`src/safd_map.vh`:
```
`ifndef SAFD_MAP_VH
`define SAFD_MAP_VH
// Register indices; byte address is four times the index
`define SAFD_IDX_CTRL2 6'h05
`define SAFD_IDX_CTRL1 6'h04
`define SAFD_IDX_STATUS 6'h06
`define SAFD_ADDR_CTRL2 8'h14
`define SAFD_ADDR_CTRL1 8'h10
`define SAFD_ADDR_STATUS 8'h18
`define SAFD_CTRL2_RESET 8'h08
`define SAFD_CTRL1_RESET 8'h00
// Control two fields
`define SAFD_BIT_DRIVE 6
`define SAFD_BIT_AUTO 5
`define SAFD_BIT_MULTI 4
// Control one fields
`define SAFD_BIT_STYLE 3
`define SAFD_BIT_FORMAT 2
`define SAFD_BIT_MODE 1
// Resulting configuration codes
`define SAFD_CFG_STEREO 2'h0
`define SAFD_CFG_TDM 2'h1
`define SAFD_CFG_MULTI 2'h2
// Repeat count a candidate must reach; the next matching frame then takes the detected mode
`define SAFD_STABLE_FRAMES 2'd2
`endif

```
`src/safd_sync.v`:
```
`timescale 1ns/1ps
`default_nettype none
// Two-stage synchroniser for one pin level
module safd_sync (
  input wire clock,
  input wire rst,
  input wire enable,
  input wire async_in,
  output reg sync_out
);
  reg stage_one;

  // First stage feeds only the second
  always @(posedge clock) begin
    if (rst) begin
      stage_one <= 1'b0;
      sync_out <= 1'b0;
    end else if (enable) begin
      stage_one <= async_in;
      sync_out <= stage_one;
    end
  end
endmodule // safd_sync
`default_nettype wire

```
`src/safd_edge.v`:
```
`timescale 1ns/1ps
`default_nettype none
// Rising edge finder on a synchronised level
module safd_edge (
  input wire clock,
  input wire rst,
  input wire enable,
  input wire level,
  output wire rise
);
  reg last;

  always @(posedge clock) begin
    if (rst) begin
      last <= 1'b0;
    end else if (enable) begin
      last <= level;
    end
  end

  assign rise = enable & level & ~last;
endmodule // safd_edge
`default_nettype wire

```
`src/safd_top.v`:
```
`timescale 1ns/1ps
`default_nettype none
`include "safd_map.vh"
// How it works
// - Bit six picks sense pin drive strength
// - Auto enable makes format follow pin wiring
// - Normal wiring, pulsed sync gives TDM
// - Normal wiring, half duty gives multichip
// - Swapped pins give plain two-channel stereo
// - Auto mode ignores mode and format fields
// - Auto off uses mode, format, multichip fields
// - Multichip enable overrides interface mode field
// - Mode field zero stereo, one TDM
// - Format zero delayed, one left justified
// - Sync pulse or half duty; level marks left
module safd_top #(
  parameter CNT_W = 10
) (
  input wire clock,
  input wire rst,
  input wire clock_enable,
  input wire psel,
  input wire penable,
  input wire pwrite,
  input wire [7:0] paddr,
  input wire [31:0] pwdata,
  output reg [31:0] prdata,
  output reg pready,
  output reg pslverr,
  input wire bit_clock_pin,
  input wire frame_sync_pin,
  output reg output_drive_strength_sel,
  output reg [1:0] active_config,
  output reg active_data_delay,
  output reg active_left_high
);
  // ****************************************
  // Registers
  // ****************************************
  reg [7:0] serial_audio_control_two;
  reg [7:0] serial_audio_control_one;
  // Field decode.
  // Control two: bit 6 drive, bit 5 auto, bit 4 multichip; the rest
  // are stored as written and have no effect in this block.
  // Control one keeps only mode, format and sync style; its other
  // bits belong to neighbouring blocks and read back as zero.
  wire format_autodetect_enable = serial_audio_control_two[`SAFD_BIT_AUTO];
  wire multichip_stereo_enable = serial_audio_control_two[`SAFD_BIT_MULTI];
  wire interface_mode_sel = serial_audio_control_one[`SAFD_BIT_MODE];
  wire data_format_sel = serial_audio_control_one[`SAFD_BIT_FORMAT];
  wire frame_sync_style_sel = serial_audio_control_one[`SAFD_BIT_STYLE];

  // ****************************************
  // Pin sampling
  // ****************************************
  // Both pins come from the host's clock domain, so each passes two
  // flops before anything reads it. Edges are therefore seen about
  // three clocks late, which only delays detection.
  wire bclk_s;
  wire fs_s;
  wire bclk_rise;
  wire fs_rise;

  safd_sync u_sync_bclk (
    .clock(clock),
    .rst(rst),
    .enable(clock_enable),
    .async_in(bit_clock_pin),
    .sync_out(bclk_s)
  );

  safd_sync u_sync_fs (
    .clock(clock),
    .rst(rst),
    .enable(clock_enable),
    .async_in(frame_sync_pin),
    .sync_out(fs_s)
  );

  // Rising edges only; the falling edges carry no frame information
  safd_edge u_edge_bclk (
    .clock(clock),
    .rst(rst),
    .enable(clock_enable),
    .level(bclk_s),
    .rise(bclk_rise)
  );

  safd_edge u_edge_fs (
    .clock(clock),
    .rst(rst),
    .enable(clock_enable),
    .level(fs_s),
    .rise(fs_rise)
  );

  // ****************************************
  // Frame measurement
  // ****************************************
  // Count bit clocks per frame and how many see sync high.
  // On swapped wiring the true bit clock lands on the sync pin,
  // so the sync pin toggles far more often than the clock pin.
  reg [CNT_W-1:0] bclk_count;
  reg [CNT_W-1:0] high_count;
  reg [1:0] candidate;
  reg [1:0] stable_count;
  reg [1:0] detected;
  reg [1:0] next_class;

  // ****************************************
  // Frame classification
  // ****************************************
  // Constants at counter width, the margin one bit wider like the limit, so no compare pads silently
  localparam [CNT_W-1:0] CNT_ONE = {{(CNT_W-1){1'b0}}, 1'b1};
  localparam [CNT_W-1:0] CNT_FULL = {CNT_W{1'b1}};
  localparam [CNT_W-1:0] MIN_CLOCKS = {{(CNT_W-3){1'b0}}, 3'd4};
  localparam [CNT_W:0] PULSE_MARGIN = {{(CNT_W-1){1'b0}}, 2'd2};
  // Twice the high count against the frame length less a margin;
  // the margin keeps a half duty sync that loses one edge to
  // sampling from being read as a pulse.
  wire [CNT_W:0] high_twice = {high_count, 1'b0};
  wire [CNT_W:0] pulse_limit = {1'b0, bclk_count} - PULSE_MARGIN;
  wire too_few_clocks = (bclk_count < MIN_CLOCKS);
  wire pulsed_sync = (high_twice < pulse_limit);

  // Class of the frame just ended; the limit is only used when the
  // frame holds enough clocks, so it never wraps below zero
  always @* begin
    if (too_few_clocks) begin
      // Real clock sits on the sync pin: the wires are crossed
      next_class = `SAFD_CFG_STEREO;
    end else if (pulsed_sync) begin
      next_class = `SAFD_CFG_TDM;
    end else begin
      next_class = `SAFD_CFG_MULTI;
    end
  end

  // Frame boundary at sync rise; count bit clock edges between.
  // Both counters saturate so a stalled sync pin cannot wrap them
  // back into a legal looking frame.
  always @(posedge clock) begin
    if (rst) begin
      bclk_count <= {CNT_W{1'b0}};
      high_count <= {CNT_W{1'b0}};
    end else if (clock_enable) begin
      if (fs_rise) begin
        bclk_count <= {CNT_W{1'b0}};
        high_count <= {CNT_W{1'b0}};
      end else if (bclk_rise) begin
        if (bclk_count != CNT_FULL) begin
          bclk_count <= bclk_count + CNT_ONE;
        end
        if (fs_s && high_count != CNT_FULL) begin
          high_count <= high_count + CNT_ONE;
        end
      end
    end
  end

  // ****************************************
  // Detected mode hold
  // ****************************************
  // Mode is only taken after repeated identical frames, so a host
  // that is still starting its clocks cannot flip the interface.
  // The price is a few frames of delay after every real change.
  always @(posedge clock) begin
    if (rst) begin
      candidate <= `SAFD_CFG_STEREO;
      stable_count <= 2'd0;
      detected <= `SAFD_CFG_STEREO;
    end else if (clock_enable && fs_rise) begin
      if (next_class == candidate) begin
        if (stable_count == `SAFD_STABLE_FRAMES) begin
          detected <= candidate;
        end else begin
          stable_count <= stable_count + 2'd1;
        end
      end else begin
        candidate <= next_class;
        stable_count <= 2'd0;
      end
    end
  end

  // ****************************************
  // Configuration select
  // ****************************************
  reg [1:0] next_config;
  reg next_delay;
  reg next_left_high;
  reg [1:0] manual_config;

  // Software choice; the multichip enable outranks the mode field
  always @* begin
    case ({multichip_stereo_enable, interface_mode_sel})
      2'b00: begin
        manual_config = `SAFD_CFG_STEREO;
      end
      2'b01: begin
        manual_config = `SAFD_CFG_TDM;
      end
      2'b10, 2'b11: begin
        manual_config = `SAFD_CFG_MULTI;
      end
      default: begin
        manual_config = `SAFD_CFG_STEREO;
      end
    endcase
  end

  // Auto detection takes over config and delay when enabled; left high follows the sync style field, but in auto mode a detected multichip forces it high
  always @* begin
    if (format_autodetect_enable) begin
      // Software mode and format ignored here; every detected mode
      // uses the delayed timing
      next_config = detected;
      next_delay = 1'b1;
      next_left_high = (detected == `SAFD_CFG_MULTI) | frame_sync_style_sel;
    end else begin
      next_config = manual_config;
      next_delay = ~data_format_sel;
      next_left_high = frame_sync_style_sel;
    end
  end

  // All configuration outputs are registered together so a mode
  // change never shows a mix of old and new fields downstream
  always @(posedge clock) begin
    if (rst) begin
      active_config <= `SAFD_CFG_STEREO;
      active_data_delay <= 1'b1;
      active_left_high <= 1'b0;
      output_drive_strength_sel <= 1'b0;
    end else if (clock_enable) begin
      active_config <= next_config;
      active_data_delay <= next_delay;
      active_left_high <= next_left_high;
      output_drive_strength_sel <= serial_audio_control_two[`SAFD_BIT_DRIVE];
    end
  end

  // ****************************************
  // APB slave
  // ****************************************
  // One wait state: pready rises in the second access cycle
  // The wait gives the read mux a full cycle after address setup
  wire hit_ctrl2 = (paddr == `SAFD_ADDR_CTRL2);
  wire hit_ctrl1 = (paddr == `SAFD_ADDR_CTRL1);
  wire hit_stat = (paddr == `SAFD_ADDR_STATUS);
  wire mapped = hit_ctrl2 | hit_ctrl1 | hit_stat;
  wire access = psel & penable & ~pready;
  // Writes commit on the edge where the master sees pready, so the
  // register changes on the very edge the transfer completes
  wire commit = psel & penable & pready;
  wire write_ctrl2 = commit & pwrite & hit_ctrl2;
  wire write_ctrl1 = commit & pwrite & hit_ctrl1;
  reg [31:0] next_rdata;

  // Read mux; unmapped offsets read zero and flag an error
  always @* begin
    if (hit_ctrl2) begin
      next_rdata = {24'h000000, serial_audio_control_two};
    end else if (hit_ctrl1) begin
      next_rdata = {24'h000000, serial_audio_control_one};
    end else if (hit_stat) begin
      next_rdata = {28'h0000000, detected, active_config};
    end else begin
      next_rdata = 32'h00000000;
    end
  end

  always @(posedge clock) begin
    if (rst) begin
      serial_audio_control_two <= `SAFD_CTRL2_RESET;
      serial_audio_control_one <= `SAFD_CTRL1_RESET;
      prdata <= 32'h00000000;
      pready <= 1'b0;
      pslverr <= 1'b0;
    end else if (clock_enable) begin
      // Response follows every access by one cycle
      pready <= access;
      pslverr <= access & ~mapped;
      if (access) begin
        prdata <= pwrite ? 32'h00000000 : next_rdata;
      end else begin
        prdata <= 32'h00000000;
      end
      if (write_ctrl2) begin
        serial_audio_control_two <= pwdata[7:0];
      end
      if (write_ctrl1) begin
        // Only mode, format and sync style are kept
        serial_audio_control_one <= {4'h0, pwdata[3:1], 1'b0};
      end
    end
  end
endmodule // safd_top
`default_nettype wire

```
`config.mk`:
```
export PLATFORM = sky130hd
export DESIGN_NAME = safd_top
export DESIGN_NICKNAME = d
export VERILOG_FILES = /design/src/safd_sync.v /design/src/safd_edge.v /design/src/safd_top.v
export VERILOG_INCLUDE_DIRS = /design/src
export SDC_FILE = /design/constraint.sdc
export NUM_CORES = 1
export LEC_CHECK = 0
export BUFFER_PORTS_ARGS = -buffer_cell sky130_fd_sc_hd__buf_2
export CORE_ASPECT_RATIO = 0.5
export CORE_MARGIN = 2
export CORE_UTILIZATION = 45
export DETAILED_ROUTE_END_ITERATION = 16
export PLACE_DENSITY = 0.7
export SYNTH_ARGS = -nofsm -noshare
export SYNTH_HDL_FRONTEND = slang
export SYNTH_SLANG_ARGS = --single-unit
```
`constraint.sdc`:
```
create_clock -name clock -period 8.9 [get_ports clock]
set_clock_uncertainty 0.1 [all_clocks]
set_input_delay 0.445 -clock clock [delete_from_list [all_inputs] [get_ports clock]]
set_output_delay 0.445 -clock clock [all_outputs]
set_load 0.01 [all_outputs]
```
==> summary.md, run 1 <==
| Metric | Value |
|---|---|
| Status | `finished, final reports clean` |
| Hold Path End | `serial_audio_control_two[6]` |
| Critical R2R Launch | `bclk_count[5]` |
| H-tree depth | `3` |
| Diode count | `0` |
| Worst Path Arrival | `3.30 ns` |
| Global route total overflow | `0` |
| Core area | `6810 sq um` |
| Maximum clock rate | `0.316 GHz` |
| Fraction of layout cells with a size suffix above 1 | `13.6%` |
| Cts bufs inserted | `9` |
| Worst endpoint required time | `9.03 ns` |
| R2R Path End | `stable_count[1]` |
| RSZ-0062 raised after global routing | `false` |
| Power per cell area | `172 nW/um^2` |
| Post-CTS Resized | `0` |
| Max Root-Sink Buffers | `2` |
| Final hold violation count | `0` |
| Yosys warns | `0` |
| Crit path max fanout | `10` |
| Final core occ | `53.6%` |
| Sequential area share after synthesis | `36.0%` |
| Syn Inst Count | `387` |
| Vias per cell | `5.23` |
| DR WL met2 | `2780 microns` |
| Tmin final | `3.17 ns` |
| Root buffer cell | `clkbuf_16` |
| Most frequent cells in the layout | `dfxtp_1, nor2_1, buf_2, nand2_1, conb_1` |
| Final count of pins violating max slew | `0` |
| Initial antenna violation count | `0` |
| Wire length per cell | `12.5 microns` |
| Number of synthesized flops with an enable pin | `0` |
| Worst hold start | `pwdata[6]` |
| Syn_area_per_cell | `8.33 sq um` |
| Slew @ Worst Pin | `0.973 ns` |
| Post-detail-place hpwl | `4530 microns` |
| DRC errors left | `0` |
| P&R area growth vs syn | `13.0%` |
| Row count | `21` |
| Netlist cell types | `49` |
| Crit. End Element | `register` |
| RD Place Congestion | `0.831` |
| GRT Total Usage | `17.7%` |
| Slew HR | `34.6%` |
| Layout Nets | `478` |
| IO Pins | `87` |
| Peak VDD IR | `134 uV` |
| #FFs+latches synth | `58` |
| WS Path Type | `reg2reg` |
| Worst-Skew Late Latency | `0.32 ns` |
| Global-route wire length before repair | `11,100 microns` |
| PortBufs | `38` |
| Pleak | `1.54 nW` |
| Setup fix buffers added after clock tree synthesis | `0` |
| Cell area after layout | `3640 sq um` |
| Final TNS setup | `0 ns` |
| Routed Antenna Nets | `0` |
| Top Metal Used | `met4` |
| Placed cell area | `3350 sq um` |
| Vias after detailed routing | `2,674` |
| TritonCTS clock tree | `built` |
| Pre-Repair DR Iteration Count | `4` |
| Largest net degree at the start of global routing | `41` |
| Final Cycle Share | `35.6%` |
| R2R depth | `9` |
| Reg2reg setup slack | `5.73 ns` |
| Met1 Wirelength | `3190 microns` |
| Vias in the first global route | `2,406` |
| WL final | `6370 microns` |
| Finish-stage setup viols | `0` |
| Die Height | `63.9 microns` |
| 1st-iter DRT viols | `81` |
| Die ar. | `7900 sq um` |
| Most common cell after layout, fill and taps aside | `dfxtp_1` |
| Most common flop cell mapped by yosys | `dfxtp_1` |
| Initial core utilization | `47.4%` |
| Hold bufs inserted after CTS | `0` |
| FFs w/ async S/R, synth | `0%` |
| Worst-path clk slew | `0.06 ns` |
| Max-capacitance violation count | `0` |
| Syn Std Cell Area | `3220 sq um` |
| Met3 routed WL | `332 microns` |
| Worst Hold Class | `in2reg` |
| CP Launch Type | `register` |
| Die W | `124 microns` |
| Worst hold path depth | `3` |
| CTS sink count | `58` |
## synth_stat cells (2+ instances only)
| cell | number | area [sq um] |
|---|---|---|
| o21ai_1 | 3 | 15.0 |
| nand2b_1 | 3 | 18.8 |
| a31oi_1 | 2 | 12.5 |
| a311oi_1 | 2 | 17.5 |
| nor4_1 | 7 | 43.8 |
| nor2_1 | 57 | 214 |
| nand3_1 | 9 | 45.0 |
| buf_2 | 2 | 10.0 |
| nand4_1 | 6 | 37.5 |
| clkbuf_1 | 16 | 60.1 |
| o21ai_0 | 9 | 45.0 |
| nand4b_1 | 2 | 17.5 |
| inv_1 | 11 | 41.3 |
| nor3_1 | 8 | 40.0 |
| mux2i_1 | 20 | 200 |
| ha_1 | 15 | 188 |
| nand3b_1 | 4 | 30.0 |
| o31a_1 | 2 | 17.5 |
| nand2_1 | 34 | 128 |
| xor2_1 | 6 | 52.6 |
| buf_4 | 24 | 180 |
| and4_1 | 3 | 26.3 |
| or4_1 | 2 | 15.0 |
| a211o_1 | 3 | 26.3 |
| dfxtp_1 | 58 | 1160 |
| a21oi_1 | 18 | 90.1 |
| o211ai_1 | 3 | 22.5 |
| nor2b_1 | 3 | 18.8 |
| or3_1 | 9 | 56.3 |
| a22oi_1 | 5 | 37.5 |
| a211oi_1 | 8 | 60.1 |
| xnor2_1 | 16 | 140 |
## stage by stage
| step | setup slack [ns] | hold slack [ns] | power (mW) | instances |
|---|---|---|---|---|
| 6_report | 5.73 | 0.250 | 0.628 | 511 |
| 5_1_grt | 5.51 | 0.258 | 0.652 | 511 |
| 4_1_cts | 5.74 | 0.246 | 0.634 | 511 |
| 3_5_place_dp | 5.76 | 0.351 | 0.296 | 496 |
| 3_3_place_gp | 5.74 | 0.343 | 0.296 | 496 |
| 2_1_floorplan | 6.05 | 0.336 | 0.294 | 410 |
## state kept, by name, summed over array words and instances (netlist names), 2 cells and up
| signal | count |
|---|---|
| stable_count | 2 |
| serial_audio_control_two | 8 |
| active_config | 2 |
| detected | 2 |
| bclk_count | 10 |
| candidate | 2 |
| prdata | 8 |
| serial_audio_control_one | 3 |
| high_count | 10 |
## logic make-up (layout without fill, tap and decap cells)
kind of cell | after synthesis | after routing | share of synthesized area [%]
and+or+nand+nor | 151 | 151 | 22.4
AOI/OAI and AO/OA | 64 | 64 | 13.6
DFF | 58 | 58 | 36.0
buffers and inverters | 55 | 64 | 9.51
xor gates and xnor gates | 22 | 22 | 5.98
muxes | 21 | 21 | 6.56
adders and majority gates | 15 | 15 | 5.82
other | 1 | 24 | 0.116
## worst max-delay path, stage by stage (launching register included)
cell and delay [ns]:
dfxtp_1 0.41, or4_1 0.69, nor2_1 0.15, nand2_1 0.07
ha_1 0.33, a21oi_1 0.16, o21ai_0 0.16, a211oi_4 0.42
mux2_2 0.40, o32ai_1 0.21
## cell type report
class	instances	area (sq um)
Inverter	11	41.3
Tap cell	92	115
Sequential cell	58	1160
Timing Repair Buffer	38	190
Fill cell	638	3160
Multi-Input combinational cell	297	1840
Clock inverter	6	68.8
Clock buffer	9	225
## report_power, final
group | switching [mW] | internal, mW
sequential | 0.00178 | 0.262
clock | 0.122 | 0.215
combinational | 0.0185 | 0.00859
## per-layer routing
layer / vias up / global-route usage [%]
met2: 78 / 28.2
met4: 0 / 5.97
met1: 1219 / 23.0
met5: - / 0
li1: 1370 / -
met3: 7 / 4.82
## how the worst max path moves through the flow
stage | startpoint | endpoint | slack [ns] | depth (start not counted)
2_1_floorplan | bclk_count[5] | stable_count[1] | 6.05 | 11
3_5_place_dp | bclk_count[4] | stable_count[1] | 5.76 | 9
3_3_place_gp | bclk_count[4] | stable_count[1] | 5.74 | 9
5_1_grt | bclk_count[4] | stable_count[1] | 5.51 | 9
4_1_cts | bclk_count[5] | stable_count[1] | 5.74 | 9
6_report | bclk_count[5] | stable_count[1] | 5.73 | 9
No activity file was read; power rests on OpenSTA's default activity.
==> run 2, diff against run 1 <==
PLACE_DENSITY = 0.73   (was 0.7)
clock period = 2.55 ns   (was 8.9 ns; I/O delays follow)
==> summary.md, run 2 (synthesized netlist as in run 1, its figures left out) <==
| Metric | Value |
|---|---|
| Status | `finished, violations left` |
| Failing checks | `negative setup slack` |
| Tmin final | `2.71 ns` |
| WS Path Type | `reg2reg` |
| Most frequent cells in the layout | `dfxtp_1, nor2_1, buf_2, nand2_1, conb_1` |
| Most common cell after layout, fill and taps aside | `dfxtp_1` |
| RSZ-0062 raised after global routing | `true` |
| Die W | `124 microns` |
| Final hold violation count | `0` |
| Filler instances | `567` |
| Global route total overflow | `0` |
| PortBufs | `38` |
| Initial core utilization | `47.4%` |
| Final count of pins violating max slew | `0` |
| Pre-Repair DR Iteration Count | `4` |
| Diode count | `0` |
| Maximum clock rate | `0.370 GHz` |
| Multi-input logic area | `1940 sq um` |
| Largest net degree at the start of global routing | `41` |
| Min Hold Slack | `0.0830 ns` |
| WP buf/inv | `1` |
| Crit path max fanout | `9` |
| Sw frac | `19.3%` |
| NetSw | `0.487 mW` |
| Vias per cell | `5.35` |
| WL final | `7620 microns` |
| CTS sink count | `58` |
| Sequential cell area | `1170 sq um` |
| P_int | `2.03 mW` |
| CP top delay family | `compound AO/OA/AOI/OAI gates` |
| CP Launch Type | `register` |
| CP Cell Sequence | `buf_4, nor3_1, nand2_2, xor2_1, ha_1, a21oi_2, o21ai_2, a211oi_4, mux2_4, o32ai_2` |
| GRT Total Usage | `20.6%` |
| Worst-Skew Late Latency | `0.33 ns` |
| Final core occ | `60.3%` |
| Share of power burned in registers | `36.5%` |
| M1 GR Usage | `23.3%` |
| Post-detail-place hpwl | `4860 microns` |
| Root buffer cell | `clkbuf_16` |
| Biggest regs | `bclk_count x10, high_count x10` |
| Initial antenna violation count | `0` |
| Met3 Use GR | `5.89%` |
| Peak VDD IR | `381 uV` |
| Clk pwr share | `59.1%` |
| Worst Hold Class | `in2reg` |
| Pleak | `1.77 nW` |
| Max Root-Sink Buffers | `2` |
| Die ar. | `7900 sq um` |
| Worst endpoint required time | `2.68 ns` |
| Layout Nets | `512` |
| TritonCTS clock tree | `built` |
| Final Cycle Share | `106%` |
| Die Height | `63.9 microns` |
| RD Place Congestion | `0.814` |
| Row count | `21` |
| Slew @ Worst Pin | `0.745 ns` |
| Slowest cell on crit path | `mux2_4` |
| P&R area growth vs syn | `27.3%` |
| Worst-path clk slew | `0.05 ns` |
| DRC errors left | `0` |
| Core area | `6810 sq um` |
| Crit. End Element | `register` |
| Slew HR | `49.9%` |
| Crit-path max cell delay | `0.35 ns` |
| Finish-stage setup viols | `6` |
| H-tree depth | `3` |
| Worst Path Arrival | `2.84 ns` |
| Routed Antenna Nets | `0` |
| Final worst setup slack | `-0.156 ns` |
| Wire length per cell | `13.9 microns` |
| Vias after detailed routing | `2,920` |
| Met2 global-route usage | `37.6%` |
| Fraction of layout cells with a size suffix above 1 | `21.8%` |
| Power per cell area | `614 nW/um^2` |
| GR peak layer | `met2` |
| IO Pins | `87` |
| Cts bufs inserted | `9` |
| Gate power share | `4.4%` |
| Vias in the first global route | `2,812` |
| Global-route wire length before repair | `12,800 microns` |
| 1st-iter DRT viols | `166` |
| Max-capacitance violation count | `0` |
[run 2: layer usage]
metal / vias to the layer above / share of wire (%)
li1: 1433 / -
met1: 1365 / 44
met2: 108 / 48
met3: 14 / 5.9
met4: 0 / 1.6
met5: - / 0
[run 2: final cells by class]
class / count / area share, %
clock buffer: 11 / 5.91
inverter: 11 / 1.01
tap: 92 / 2.80
multi-input combinational: 297 / 47.3
clock inverter: 5 / 3.05
sequential: 58 / 28.4
timing repair buffer: 72 / 11.6
[run 2: per-stage QoR]
stage          total power, mW  setup slack (ns)  setup TNS [ns]  instances  cell area (sq um)
2_1_floorplan             1.03            -0.108          -0.115        410               3370
3_3_place_gp              1.04            0.0105               0        516               3550
3_5_place_dp              1.04           -0.0759         -0.0759        516               3550
4_1_cts                   2.53           -0.0444         -0.0444        544               4040
5_1_grt                   2.59            -0.277           -1.42        546               4110
6_report                  2.52            -0.156          -0.440        546               4110
[run 2: power by group through the flow]
stage	clock, mW	combinational (mW)	sequential, mW
finish	1.49	0.111	0.921
global route	1.54	0.124	0.921
CTS	1.49	0.109	0.922
detailed placement	0	0.0967	0.940
global placement	0	0.0961	0.940
floorplan	0	0.0873	0.941
[run 2: worst paths after layout]
kind / startpoint / endpoint / slack, ns / depth (start not counted)
max: bclk_count[5] / stable_count[1] / -0.16 / 10
min: penable / pslverr / 0.08 / 5
max reg2reg: bclk_count[5] / stable_count[1] / -0.16 / 10
min reg2reg: pslverr / pslverr / 0.36 / 2
[run 2: repair_timing]
item / 4_1_cts / 5_1_grt
resized for setup: 3 / 13
setup buffers: 2 / 2
pin swaps: 4 / 6
setup endpoints to repair: 4 / 6
hold buffers: 10 / 0
hold endpoints to repair: 12 / 0
[run 2: tightest hold or removal path, cell delays in order]
cell and delay (ns):
buf_2 0.11, nand2_1 0.05, nor2_1 0.04, nand3_1 0.07, a21oi_1 0.06
